### src/core/ufc_consts.vh
// ufc_consts.vh: register offsets, field positions, reset values and counts
// for the fifo control block; definitions only
`ifndef UFC_CONSTS_VH
`define UFC_CONSTS_VH

`define UFC_OFF_FIFO_CONTROL 4'h0
`define UFC_OFF_STATUS       4'h4
`define UFC_OFF_INT_STATUS   4'h8
`define UFC_OFF_INT_MASK     4'hc

`define UFC_FC_ENABLE      0
`define UFC_FC_RX_CLEAR    1
`define UFC_FC_TX_CLEAR    2
`define UFC_FC_DMA_MODE    3
`define UFC_FC_TRIG_LO     6
`define UFC_FC_TRIG_HI     7
`define UFC_FC_RESET       8'h00

`define UFC_TRIG_CODE0     5'h01
`define UFC_TRIG_CODE1     5'h04
`define UFC_TRIG_CODE2     5'h08
`define UFC_TRIG_CODE3     5'h0e

`define UFC_FIFO_DEPTH     16
`define UFC_INT_BITS       4
`define UFC_INT_RX_TRIG    0
`define UFC_INT_TX_SPACE   1
`define UFC_INT_RX_TIMEOUT 2
`define UFC_INT_RX_OVERRUN 3

`define UFC_RESP_OKAY      2'h0
`define UFC_RESP_SLVERR    2'h2

`endif

### src/core/ufc_mem.v
// ufc_mem.v: small character store with registered read data
// assumes one clock; the caller guards writes against full
`timescale 1ns/100ps
module ufc_mem #(
  parameter WIDTH = 8,
  parameter DEPTH = 16,
  parameter AW    = 4
) (
  // clock
  input  wire             clock,
  // write side
  input  wire             wrEn,
  input  wire [AW-1:0]    wrAddr,
  input  wire [WIDTH-1:0] wrData,
  // read side
  input  wire [AW-1:0]    rdAddr,
  output reg  [WIDTH-1:0] rdData
);
  reg [WIDTH-1:0] store [0:DEPTH-1];

  always @(posedge clock) begin
    if (wrEn) begin
      store[wrAddr] <= wrData;
    end
    rdData <= store[rdAddr];
  end
endmodule // ufc_mem

### src/core/ufc_fifo.v
// ufc_fifo.v: one character fifo with occupancy count and clear
// assumes one clock, async active-high reset; data valid one cycle after pop
`timescale 1ns/100ps
module ufc_fifo #(
  parameter WIDTH = 8,
  parameter DEPTH = 16,
  parameter AW    = 4
) (
  // clock and reset
  input  wire             clock,
  input  wire             rst,
  // control
  input  wire             clear,
  // push
  input  wire             push,
  input  wire [WIDTH-1:0] pushData,
  // pop
  input  wire             pop,
  output wire [WIDTH-1:0] popData,
  // state
  output reg  [AW:0]      count_reg,
  output wire             full,
  output wire             empty
);
  reg  [AW-1:0] wrPtr_reg;
  reg  [AW-1:0] rdPtr_reg;
  wire          doPush;
  wire          doPop;

  assign full   = (count_reg == DEPTH[AW:0]);
  assign empty  = (count_reg == {(AW+1){1'b0}});
  assign doPush = push & ~full & ~clear;
  assign doPop  = pop & ~empty & ~clear;

  always @(posedge clock or posedge rst) begin
    if (rst) begin
      wrPtr_reg <= {AW{1'b0}};
      rdPtr_reg <= {AW{1'b0}};
      count_reg <= {(AW+1){1'b0}};
    end else if (clear) begin
      wrPtr_reg <= {AW{1'b0}};
      rdPtr_reg <= {AW{1'b0}};
      count_reg <= {(AW+1){1'b0}};
    end else begin
      if (doPush) begin
        wrPtr_reg <= wrPtr_reg + {{(AW-1){1'b0}}, 1'b1};
      end
      if (doPop) begin
        rdPtr_reg <= rdPtr_reg + {{(AW-1){1'b0}}, 1'b1};
      end
      if (doPush & ~doPop) begin
        count_reg <= count_reg + {{AW{1'b0}}, 1'b1};
      end else if (doPop & ~doPush) begin
        count_reg <= count_reg - {{AW{1'b0}}, 1'b1};
      end
    end
  end

  ufc_mem #(.WIDTH(WIDTH), .DEPTH(DEPTH), .AW(AW)) uMem (
    .clock  (clock),
    .wrEn   (doPush),
    .wrAddr (wrPtr_reg),
    .wrData (pushData),
    .rdAddr (rdPtr_reg),
    .rdData (popData)
  );
endmodule // ufc_fifo

### src/core/ufc_fifo_control.v
// ufc_fifo_control.v: fifo enable/clear, rx trigger level, dma ready pins,
// block-mode interrupts, axi4-lite register slave
// assumes transmitter and receiver logic on the same clock drive the fifo ports
//
// Function
// - mode 1: transmit interrupt while the tx fifo has any free location
// - mode 1: receive interrupt at trigger level; fifo keeps filling until full
// - receive interrupt raised while stored count is at or above the trigger level; with fifos off it is raised while any character is stored
// - trigger field bits 7:6 pick 1, 4, 8 or 14 bytes
// - control bit 3 picks dma mode 0 (reset) or block mode 1
// - mode 0 or disabled: tx ready low while tx store empty, high once loaded
// - mode 0 or disabled: rx ready low while any character stored
// - mode 1: tx ready high only when tx fifo full
// - mode 1: rx ready low at trigger or timeout, high after fifo empties
// - control bit 2 clears tx fifo and counters, then reads back zero
// - control bit 1 clears rx fifo and counters, then reads back zero
// - control bit 0 enables both fifos; clear after reset
// - other control bits ignored unless the write also sets bit 0
// - receive interrupt drops once occupancy falls below trigger level; with fifos off it stays set until cleared by an interrupt status write
//
// Chosen here: register access over AXI4-Lite and the address map.
`timescale 1ns/100ps
`include "ufc_consts.vh"
module ufc_fifo_control #(
  parameter WIDTH = 8,
  parameter DEPTH = `UFC_FIFO_DEPTH,
  parameter AW    = 4
) (
  // clock and reset
  input  wire             clock,
  input  wire             rst,
  // axi4-lite write address
  input  wire             s_axi_awvalid,
  output wire             s_axi_awready,
  input  wire [3:0]       s_axi_awaddr,
  // axi4-lite write data
  input  wire             s_axi_wvalid,
  output wire             s_axi_wready,
  input  wire [31:0]      s_axi_wdata,
  input  wire [3:0]       s_axi_wstrb,
  // axi4-lite write response
  output reg              s_axi_bvalid,
  input  wire             s_axi_bready,
  output reg  [1:0]       s_axi_bresp,
  // axi4-lite read address
  input  wire             s_axi_arvalid,
  output wire             s_axi_arready,
  input  wire [3:0]       s_axi_araddr,
  // axi4-lite read data
  output reg              s_axi_rvalid,
  input  wire             s_axi_rready,
  output reg  [31:0]      s_axi_rdata,
  output reg  [1:0]       s_axi_rresp,
  // transmit side: host loads, transmitter drains
  input  wire             txLoad,
  input  wire [WIDTH-1:0] txLoadData,
  output wire             txLoadReady,
  input  wire             txTake,
  output wire [WIDTH-1:0] txTakeData,
  output wire             txHasData,
  // receive side: receiver stores, host reads
  input  wire             rxStore,
  input  wire [WIDTH-1:0] rxStoreData,
  input  wire             rxTimeout,
  input  wire             rxRead,
  output wire [WIDTH-1:0] rxReadData,
  output wire             rxHasData,
  // dma pins and interrupt
  output reg              txReady_n,
  output reg              rxReady_n,
  output wire             irq
);
  reg  [7:0]      fifoControl_reg;
  reg  [3:0]      awAddr_reg;
  reg             awHeld_reg;
  reg  [31:0]     wData_reg;
  reg  [3:0]      wStrb_reg;
  reg             wHeld_reg;
  reg             rxDmaLatch_reg;
  reg  [`UFC_INT_BITS-1:0] intStatus_reg;
  reg  [`UFC_INT_BITS-1:0] intMask_reg;
  reg  [`UFC_INT_BITS-1:0] intStatus_next;
  reg  [31:0]     readWord;
  wire            fifoOn;
  wire            blockMode;
  wire [4:0]      trigLevel;
  wire            doWrite;
  wire            ctlWrite;
  wire            txClear;
  wire            rxClear;
  wire [AW:0]     txCount;
  wire [AW:0]     rxCount;
  wire            txFull;
  wire            txEmpty;
  wire            rxFull;
  wire            rxEmpty;
  wire            txDepth;
  wire            rxAtTrig;
  wire            rxAboveTrig;
  wire            rxTrigHit;
  wire            txSpaceEvt;
  wire [`UFC_INT_BITS-1:0] intEvent;

  // trigger code to byte count
  function [4:0] trigDecode;
    input [1:0] code;
    begin
      case (code)
        2'h0: trigDecode = `UFC_TRIG_CODE0;
        2'h1: trigDecode = `UFC_TRIG_CODE1;
        2'h2: trigDecode = `UFC_TRIG_CODE2;
        2'h3: trigDecode = `UFC_TRIG_CODE3;
        default: trigDecode = `UFC_TRIG_CODE0;
      endcase
    end
  endfunction

  assign fifoOn    = fifoControl_reg[`UFC_FC_ENABLE];
  assign blockMode = fifoOn & fifoControl_reg[`UFC_FC_DMA_MODE];
  assign trigLevel = trigDecode(fifoControl_reg[`UFC_FC_TRIG_HI:`UFC_FC_TRIG_LO]);

  // write path: address and data taken in either order, response after both
  assign s_axi_awready = ~awHeld_reg & ~s_axi_bvalid;
  assign s_axi_wready  = ~wHeld_reg & ~s_axi_bvalid;
  assign doWrite       = awHeld_reg & wHeld_reg & ~s_axi_bvalid;
  assign ctlWrite      = doWrite & (awAddr_reg == `UFC_OFF_FIFO_CONTROL) & wStrb_reg[0];

  // clears act for one cycle on the write itself; the stored bits never hold them
  assign txClear = ctlWrite & wData_reg[`UFC_FC_ENABLE] & wData_reg[`UFC_FC_TX_CLEAR];
  assign rxClear = ctlWrite & wData_reg[`UFC_FC_ENABLE] & wData_reg[`UFC_FC_RX_CLEAR];

  always @(posedge clock or posedge rst) begin
    if (rst) begin
      awHeld_reg      <= 1'b0;
      awAddr_reg      <= 4'h0;
      wHeld_reg       <= 1'b0;
      wData_reg       <= 32'h0;
      wStrb_reg       <= 4'h0;
      s_axi_bvalid    <= 1'b0;
      s_axi_bresp     <= `UFC_RESP_OKAY;
      fifoControl_reg <= `UFC_FC_RESET;
      intMask_reg     <= {`UFC_INT_BITS{1'b0}};
    end else begin
      if (s_axi_awvalid & s_axi_awready) begin
        awHeld_reg <= 1'b1;
        awAddr_reg <= s_axi_awaddr;
      end
      if (s_axi_wvalid & s_axi_wready) begin
        wHeld_reg <= 1'b1;
        wData_reg <= s_axi_wdata;
        wStrb_reg <= s_axi_wstrb;
      end
      if (doWrite) begin
        awHeld_reg   <= 1'b0;
        wHeld_reg    <= 1'b0;
        s_axi_bvalid <= 1'b1;
        s_axi_bresp  <= `UFC_RESP_OKAY;
        case (awAddr_reg)
          `UFC_OFF_FIFO_CONTROL: begin
            if (wStrb_reg[0]) begin
              if (wData_reg[`UFC_FC_ENABLE]) begin
                // bits 5:4 kept as written; software is expected to write zero
                fifoControl_reg <= {wData_reg[7:3], 2'b00, 1'b1};
              end else begin
                fifoControl_reg[`UFC_FC_ENABLE] <= 1'b0;
              end
            end
          end
          `UFC_OFF_INT_MASK: begin
            if (wStrb_reg[0]) begin
              intMask_reg <= wData_reg[`UFC_INT_BITS-1:0];
            end
          end
          `UFC_OFF_STATUS, `UFC_OFF_INT_STATUS: begin
          end
          default: s_axi_bresp <= `UFC_RESP_SLVERR;
        endcase
      end else if (s_axi_bvalid & s_axi_bready) begin
        s_axi_bvalid <= 1'b0;
      end
    end
  end

  // read path: one cycle from address to data
  assign s_axi_arready = ~s_axi_rvalid;

  always @* begin
    readWord = 32'h0;
    case (s_axi_araddr)
      `UFC_OFF_FIFO_CONTROL: readWord[7:0] = fifoControl_reg;
      `UFC_OFF_STATUS:
        readWord[15:0] = {rxFull, rxEmpty, txFull, txEmpty, 1'b0, rxCount, 1'b0, txCount};
      `UFC_OFF_INT_STATUS: readWord[`UFC_INT_BITS-1:0] = intStatus_reg;
      `UFC_OFF_INT_MASK:   readWord[`UFC_INT_BITS-1:0] = intMask_reg;
      default:             readWord = 32'h0;
    endcase
  end

  always @(posedge clock or posedge rst) begin
    if (rst) begin
      s_axi_rvalid <= 1'b0;
      s_axi_rdata  <= 32'h0;
      s_axi_rresp  <= `UFC_RESP_OKAY;
    end else if (s_axi_arvalid & s_axi_arready) begin
      s_axi_rvalid <= 1'b1;
      s_axi_rdata  <= readWord;
      case (s_axi_araddr)
        `UFC_OFF_FIFO_CONTROL, `UFC_OFF_STATUS, `UFC_OFF_INT_STATUS, `UFC_OFF_INT_MASK:
          s_axi_rresp <= `UFC_RESP_OKAY;
        default: s_axi_rresp <= `UFC_RESP_SLVERR;
      endcase
    end else if (s_axi_rvalid & s_axi_rready) begin
      s_axi_rvalid <= 1'b0;
    end
  end

  // with fifos off each store acts as a single holding register
  assign txDepth     = fifoOn ? txFull : ~txEmpty;
  assign txLoadReady = ~txDepth & ~txClear;
  assign txHasData   = ~txEmpty;
  assign rxHasData   = ~rxEmpty;

  ufc_fifo #(.WIDTH(WIDTH), .DEPTH(DEPTH), .AW(AW)) uTxFifo (
    .clock     (clock),
    .rst       (rst),
    .clear     (txClear),
    .push      (txLoad & txLoadReady),
    .pushData  (txLoadData),
    .pop       (txTake),
    .popData   (txTakeData),
    .count_reg (txCount),
    .full      (txFull),
    .empty     (txEmpty)
  );

  // receive store accepts past the trigger until full; overrun flagged beyond
  ufc_fifo #(.WIDTH(WIDTH), .DEPTH(DEPTH), .AW(AW)) uRxFifo (
    .clock     (clock),
    .rst       (rst),
    .clear     (rxClear),
    .push      (rxStore & (fifoOn ? ~rxFull : rxEmpty)),
    .pushData  (rxStoreData),
    .pop       (rxRead),
    .popData   (rxReadData),
    .count_reg (rxCount),
    .full      (rxFull),
    .empty     (rxEmpty)
  );

  assign rxAtTrig    = ({1'b0, rxCount} == {1'b0, trigLevel});
  assign rxAboveTrig = ({1'b0, rxCount} >= {1'b0, trigLevel});
  assign rxTrigHit   = fifoOn & rxAtTrig & rxStore;
  assign txSpaceEvt  = blockMode & ~txFull;

  assign intEvent[`UFC_INT_RX_TRIG]    = fifoOn ? rxAboveTrig : ~rxEmpty;
  assign intEvent[`UFC_INT_TX_SPACE]   = fifoOn ? txSpaceEvt : txEmpty;
  assign intEvent[`UFC_INT_RX_TIMEOUT] = rxTimeout & fifoOn & ~rxEmpty;
  assign intEvent[`UFC_INT_RX_OVERRUN] = rxStore & (fifoOn ? rxFull : ~rxEmpty);

  // sticky status; a new event in the clearing cycle wins
  always @* begin
    intStatus_next = intStatus_reg;
    if (doWrite & (awAddr_reg == `UFC_OFF_INT_STATUS) & wStrb_reg[0]) begin
      intStatus_next = intStatus_reg & ~wData_reg[`UFC_INT_BITS-1:0];
    end
    intStatus_next = intStatus_next | intEvent;
    // level-type receive condition follows the fill level when fifos are on
    if (fifoOn & ~rxAboveTrig & ~rxTrigHit) begin
      intStatus_next[`UFC_INT_RX_TRIG] = 1'b0;
    end
  end

  always @(posedge clock or posedge rst) begin
    if (rst) begin
      intStatus_reg <= {`UFC_INT_BITS{1'b0}};
    end else begin
      intStatus_reg <= intStatus_next;
    end
  end

  assign irq = |(intStatus_reg & intMask_reg);

  // dma ready pins
  always @(posedge clock or posedge rst) begin
    if (rst) begin
      rxDmaLatch_reg <= 1'b0;
      txReady_n      <= 1'b0;
      rxReady_n      <= 1'b1;
    end else begin
      if (~blockMode | rxClear | (rxEmpty & ~rxStore)) begin
        rxDmaLatch_reg <= 1'b0;
      end else if (rxAboveTrig | rxTimeout) begin
        rxDmaLatch_reg <= 1'b1;
      end
      if (blockMode) begin
        txReady_n <= txFull;
        // the latch drops a cycle after the store empties; mask it with the live flag
        rxReady_n <= ~((rxDmaLatch_reg & ~rxEmpty) | rxAboveTrig | rxTimeout);
      end else begin
        txReady_n <= ~txEmpty;
        rxReady_n <= rxEmpty;
      end
    end
  end
endmodule // ufc_fifo_control

### config.mk
export PLATFORM = sky130hd
export DESIGN_NAME = ufc_fifo_control
export DESIGN_NICKNAME = d
export VERILOG_FILES = /design/src/core/ufc_mem.v /design/src/core/ufc_fifo.v /design/src/core/ufc_fifo_control.v
export VERILOG_INCLUDE_DIRS = /design/src /design/src/core
export SDC_FILE = /design/constraint.sdc
export NUM_CORES = 1
export LEC_CHECK = 0
export ABC_CLOCK_PERIOD_IN_PS = 3600
export BUFFER_PORTS_ARGS = -buffer_cell sky130_fd_sc_hd__buf_2
export CORE_MARGIN = 1.5
export CORE_UTILIZATION = 30
export CTS_CLUSTER_DIAMETER = 60
export DETAILED_ROUTE_END_ITERATION = 8
export SETUP_SLACK_MARGIN = 0.05
export SLEW_MARGIN = 30
export SYNTH_ARGS = -nofsm -noshare
export SYNTH_HDL_FRONTEND = slang
export SYNTH_SLANG_ARGS = --single-unit
### constraint.sdc
create_clock -name clock -period 3.6 [get_ports clock]
set_input_delay 0.72 -clock clock [delete_from_list [all_inputs] [get_ports clock]]
set_output_delay 0.72 -clock clock [all_outputs]
set_load 0.01 [all_outputs]
# ---- Word level (Yosys, flattened, before mapping)
# Memory sizes are Yosys's and may differ from the RTL's. A register that Yosys moved wholly into a read port is not among the register bits.
# Index checks and enable logic that the tools add are counted.
dict set report classes {
  n_addsub 8
  bitwise 71
  eq_ne 12
  n_reduce_logical 22
  muxes 44
  n_lt_le_gt_ge 1
}
# operator n
set ops {}
lappend ops {{AND 1 bit} 42}
lappend ops {{2-to-1 mux 4 bit} 9}
lappend ops {{2-to-1 mux 5 bit} 6}
lappend ops {{2-to-1 mux 1 bit} 23}
lappend ops {{inverter 1 bit} 20}
lappend ops {{case mux 5 bit (4 select lines)} 1}
lappend ops {{nonzero test 2 bit} 9}
lappend ops {{adder 4 x 1 -> 4 bit (second input constant)} 4}
lappend ops {{equality test 4 bit (second input constant)} 4}
lappend ops {{case mux 4 bit (4 select lines)} 1}
lappend ops {{OR reduction 4 bit} 3}
lappend ops {{adder 5 x 1 -> 5 bit (second input constant)} 2}
lappend ops {{equality test 5 bit (second input constant)} 2}
lappend ops {{zero test 5 bit} 2}
lappend ops {{subtractor 5 x 1 -> 5 bit (second input constant)} 2}
lappend ops {{AND 4 bit} 2}
lappend ops {{equality test 4 x 3 -> 1 bit (second input constant)} 2}
lappend ops {{zero test 4 bit} 2}
lappend ops {{2-to-1 mux 8 bit} 1}
lappend ops {{case mux 4 bit (2 select lines)} 1}
lappend ops {{AND reduction 3 bit} 2}
lappend ops {{nonzero test 3 bit} 2}
lappend ops {{equality test 5 bit} 1}
lappend ops {{greater-or-equal comparator 5 bit} 1}
lappend ops {{other kinds (8)} 14}
dict set report word_totals {
  ramBits 256
  output_inout_bits 63
  input_bits 72
  mem_count 2
  word_cells 183
  register_bits 80
}
# memory words word_bits read_ports rd_clocked_by_memory_dff wr line_no
set memory_table {}
lappend memory_table {uRxFifo.uMem.store 16 8 1 1 1 ufc_mem.v:19} ;# reg [WIDTH-1:0] store [0:DEPTH-1];
lappend memory_table {uTxFifo.uMem.store 16 8 1 1 1 ufc_mem.v:19}

# ---- Depth between registers and ports, before layout
dict set report depth {
  depth_word 16
  depth_mapped 11
  ltp_nobuf 10
}

# ---- Hierarchy
# Synthesis repeated with hierarchy kept, for this count alone.
dict set report hier_totals {
  hier_cells 852
  hier_area_um2 14490.1
}
# mod cells_each seq_area_each_um2 area_each_um2 n_inst
set by_module_without_submodules {}
lappend by_module_without_submodules {ufc_mem 229 4003.8 5147.4 2}
lappend by_module_without_submodules {ufc_fifo_control 214 1277.5 2466.1 1}
lappend by_module_without_submodules {ufc_fifo 90 325.3 864.6 2}

# ---- Least setup slack after synthesis
# No wires, ideal clock.
dict set report synth_path {
  path_kind {flip-flop to flip-flop}
  startpoint {reg uRxFifo.count_reg[1]}
  endpoint {reg uRxFifo.count_reg[4]}
  period_less_slack_ps 3012
  n_path_buf 0
  arrival_ps 2870
  path_stages_with_launch 11
  required_ps 3458
  path_slack_ps 588
  setup_ps 142
  cell_sequence {dfrtp_1 -> or4_4 -> mux2i_4 -> nand2_4 -> or3_1 -> fa_1 -> a21o_1 -> a21oi_1 -> o211a_1 -> o21ai_0 -> nor3b_1}
}
dict set report synth_between {
  elab_chain_len 9
  word_cells_on_any_way 20
  classes_between {add/sub (2); eq/ne (1); mux (4); bitwise (11); reduce/logical (2)}
}
# element line_no
set synth_rtl {}
lappend synth_rtl {{start: declaration} ufc_fifo.v:21} ;# output reg [AW:0] count_reg,
lappend synth_rtl {{start signal: assignment} ufc_fifo.v:39} ;# count_reg <= {(AW+1){1'b0}};
lappend synth_rtl {{start signal: assignment} ufc_fifo.v:43} ;# count_reg <= {(AW+1){1'b0}};
lappend synth_rtl {{start signal: assignment} ufc_fifo.v:52} ;# count_reg <= count_reg + {{AW{1'b0}}, 1'b1};
lappend synth_rtl {{equality test 5 bit} ufc_fifo.v:30} ;# assign full = (count_reg == DEPTH[AW:0]);
lappend synth_rtl {{inverter 1 bit} {ufc_fifo.v:32, ufc_fifo_control.v:241}}
lappend synth_rtl {{2-to-1 mux 1 bit} ufc_fifo_control.v:241} ;# .push (rxStore & (fifoOn ? ~rxFull : rxEmpty)),
lappend synth_rtl {{AND 1 bit} ufc_fifo_control.v:241}
lappend synth_rtl {{AND 1 bit (2 in a row)} ufc_fifo.v:32} ;# assign doPush = push & ~full & ~clear;
lappend synth_rtl {{AND 1 bit or inverter 1 bit (tied branches)} {ufc_fifo.v:51, ufc_fifo.v:53}}
lappend synth_rtl {{2-to-1 mux 5 bit or AND 1 bit (tied branches)} {ufc_fifo.v:51, ufc_fifo.v:53}}
lappend synth_rtl {{2-to-1 mux 5 bit or nonzero test 3 bit (tied branches)} --}
# Several ways; a longest one is shown, not always the timed one. The select of a mux whose other input is x is not followed.
# A chain may end at the register's enable or synchronous reset.

# ---- Worst setup path in the final report
dict set report layout_path {
  startpoint {reg uRxFifo.count_reg[3]}
  endpoint {reg uRxFifo.count_reg[4]}
}
# Same word-level chain as after synthesis.

==> metrics <==
outcome finished clean; Die H 222 um; cell total after placement 1546; Slew headroom 47.2%; initial antenna violation count 1; Max clock buf depth 3; post-synthesis mux area share 13.6%; Crit path max-delay family simple AND/OR/NAND/NOR gates; buffer and inverter count on the worst path 0; residual DRC count 0; Slew @ Worst Pin 0.790 ns; Port Buffer Count 88; Seq/Total Area, Yosys 69.0%; CP endpoint kind flop; Final nets 1067; Crit-path slowest cell or4_4; dpl ws 0.367 ns; most common cell in the netlist edfxtp_1; post-DP HPWL 19.7 mm; top-area cell type share of the netlist area 53.4%; Regs by FF count uRxFifo.uMem.store x128, uTxFifo.uMem.store x128, s_axi_rdata x15; Fill cells 4411; leading post-synthesis cells by cell area edfxtp_1 53%, dfrtp_1 13%, mux4_2 9.1%; FF+latch count, synth 349; global route overflow 0; Hold Crit Class input port to asynchronous set/reset pin; vias in the first global route 7972; RSZ-0062 raised after global routing false; final wirelength 30.8 mm; Clock Skews 0.0265 ns; Worst setup SP type flop; number of synthesized flops with an enable pin 256; vias per cell 4.79; Post-DP Area 15500 um^2; post-synthesis compound-gate area fraction 5.32%; TritonCTS Buffers 39; Cell Area, Synth 14400 um^2; multi-input logic area 4160 um^2; CTS tree built; Netlist cell types 61; commonest cells in the synthesized netlist 256 x edfxtp_1, 76 x dfrtp_1, 58 x mux4_2; Leak 0.00610 uW; Crit path required time 4.04 ns; hold buffer count at cts 0; Largest stage delay, worst path 0.60 ns; Initial Util 30.3%; Synth Area in XOR/XNOR 0.912%; final hold vios 0; Core ar. 47500 um^2; Detailed Routing Iterations Pass 1 5; GR peak layer met2; DR WL/cell 19.1 um; Final Cell Area 16800 um^2; Worst-path clk slew 0.06 ns; final worst slack 0.360 ns; Clock Tree Root clkbuf_16; Area growth syn-to-layout 16.7%; share of cells above drive strength 1 26.9%; M2 GR Usage 19.5%; setup bufs post-CTS 0; grt met3 use 2.46%; power density over cell area 746 nW/um^2; Synth Flop Type edfxtp_1; max_cap viols 0; Crit path arrival time 3.68 ns; crit path kind flop to flop; crit share post-route 90.0%; Avg Inst Size Synth 16.7 um^2; Finish-stage setup viols 0; vias 7743; Async SR Flop Fraction 22.1%; Die Area 49300 um^2; Cells after Synth 862; maximum VDD drop 0.338 mV; GP Congestion 0.761; YS warnings 0; CP Max Fanout 7; first-pass GRT wire length 47.3 mm; crit path time final 3.24 ns; global-route usage over all layers 12.6%; clk sinks 349; IO Count 135; adder-cell share of the synthesized area 2.10%; setup TNS 0 ns; largest area contributor in the netlist edfxtp_1; Die Wd 222 um; largest family of logic cells by synthesized area multiplexers; fmax 0.309 GHz; largest net degree at the start of global routing 49; initial DRC count 449; M1 GR Usage 17.4%; worst skew pair latency 0.57 ns; H-tree levels 2; Reg area 9940 um^2; Site Rows 80; Post-Layout Cell Count 1618; cells along the critical path or4_4, mux2i_4, nand2_4, or3_1, fa_1, a21o_1, a21oi_1, o211a_1, o21ai_0, nor3b_1; DRT antenna net count 0; Final Max Tran Viols 0; Simple-Gate Fraction of Synth Area 6.48%; # resized after CTS 0
[cell families (layout without fill, tap and decap cells)]
logic type,count (synthesis),count (layout)
buf+inv,78,200
xor+xnor,15,15
mux,117,117
fa+ha+maj,23,23
compound gates,117,117
other cells,1,20
flops,349,349
simple gates,162,162
[cell type report]
| class | instances | share of cell area, % |
|---|---|---|
| multi-input combinational | 453 | 24.7 |
| clock inverter | 18 | 1.21 |
| sequential | 349 | 59.1 |
| timing repair buffer | 106 | 3.50 |
| clock buffer | 53 | 6.35 |
| inverter | 23 | 0.521 |
| tap | 615 | 4.58 |
| antenna | 1 | 0.0149 |
[metal layers]
layer  vias up  wire length, um  part of all wire [%]
met2       171            14400                    47
met5         -                0                     0
met3        45             1420                   4.6
met4         0              734                   2.4
li1       3542                -                     -
met1      3985            14300                    46
[path summary, 6_finish.rpt]
check / start / slack (ns) / to / depth (start not counted)
worst max-delay path: uRxFifo.count_reg[3] / 0.36 / uRxFifo.count_reg[4] / 10
worst min-delay path: rst / 0.20 / s_axi_rdata[10] / 2
worst max register to register: uRxFifo.count_reg[3] / 0.36 / uRxFifo.count_reg[4] / 10
worst min register to register: s_axi_bresp[1] / 0.48 / s_axi_bresp[1] / 2
max in group asynchronous: rst / 2.61 / s_axi_bresp[1] / 3
min in group clock: s_axi_rready / 0.32 / s_axi_rvalid / 2
[per-stage QoR]
stage / total power, uW / hold slack (ns) / util, %
2_1_floorplan: 7720 / 0.455 / -
3_3_place_gp: 8720 / 0.468 / 32.7
3_5_place_dp: 8800 / 0.476 / 32.7
4_1_cts: 12700 / 0.177 / 35.4
5_1_grt: 13200 / 0.229 / 35.4
6_report: 12500 / 0.198 / 35.4
[cell usage in the layout (no fill, tap or decap), drive strengths merged, types with 6 or more instances in the layout]
cell,n
a22o,6
dfrtp,76
conb,19
ha,21
nand2,42
a21o,8
mux4,58
and2,36
dfxtp,16
edfxtp,256
nand3,15
mux2i,28
buf,106
mux2,31
clkbuf,53
a22oi,12
xnor2,7
xor2,8
inv,26
a21oi,26
nor2,19
nor3,11
nor4,7
o21ai,37
clkinv,12
a221oi,8
[worst reg2reg max path, cell delays in order (launching register included)]
cell and delay [ns]:
dfrtp_1 0.44, or4_4 0.60, mux2i_4 0.27, nand2_4 0.14
or3_1 0.41, fa_1 0.43, a21o_1 0.20, a21oi_1 0.21
o211a_1 0.20, o21ai_0 0.07, nor3b_1 0.15
[power breakdown]
group          switching [uW]  internal, uW  total (uW)
logic                    1720          1630        3350
registers                 504          4800        5310
clock network            1680          2210        3890
Power figures use the tool's default switching activity.
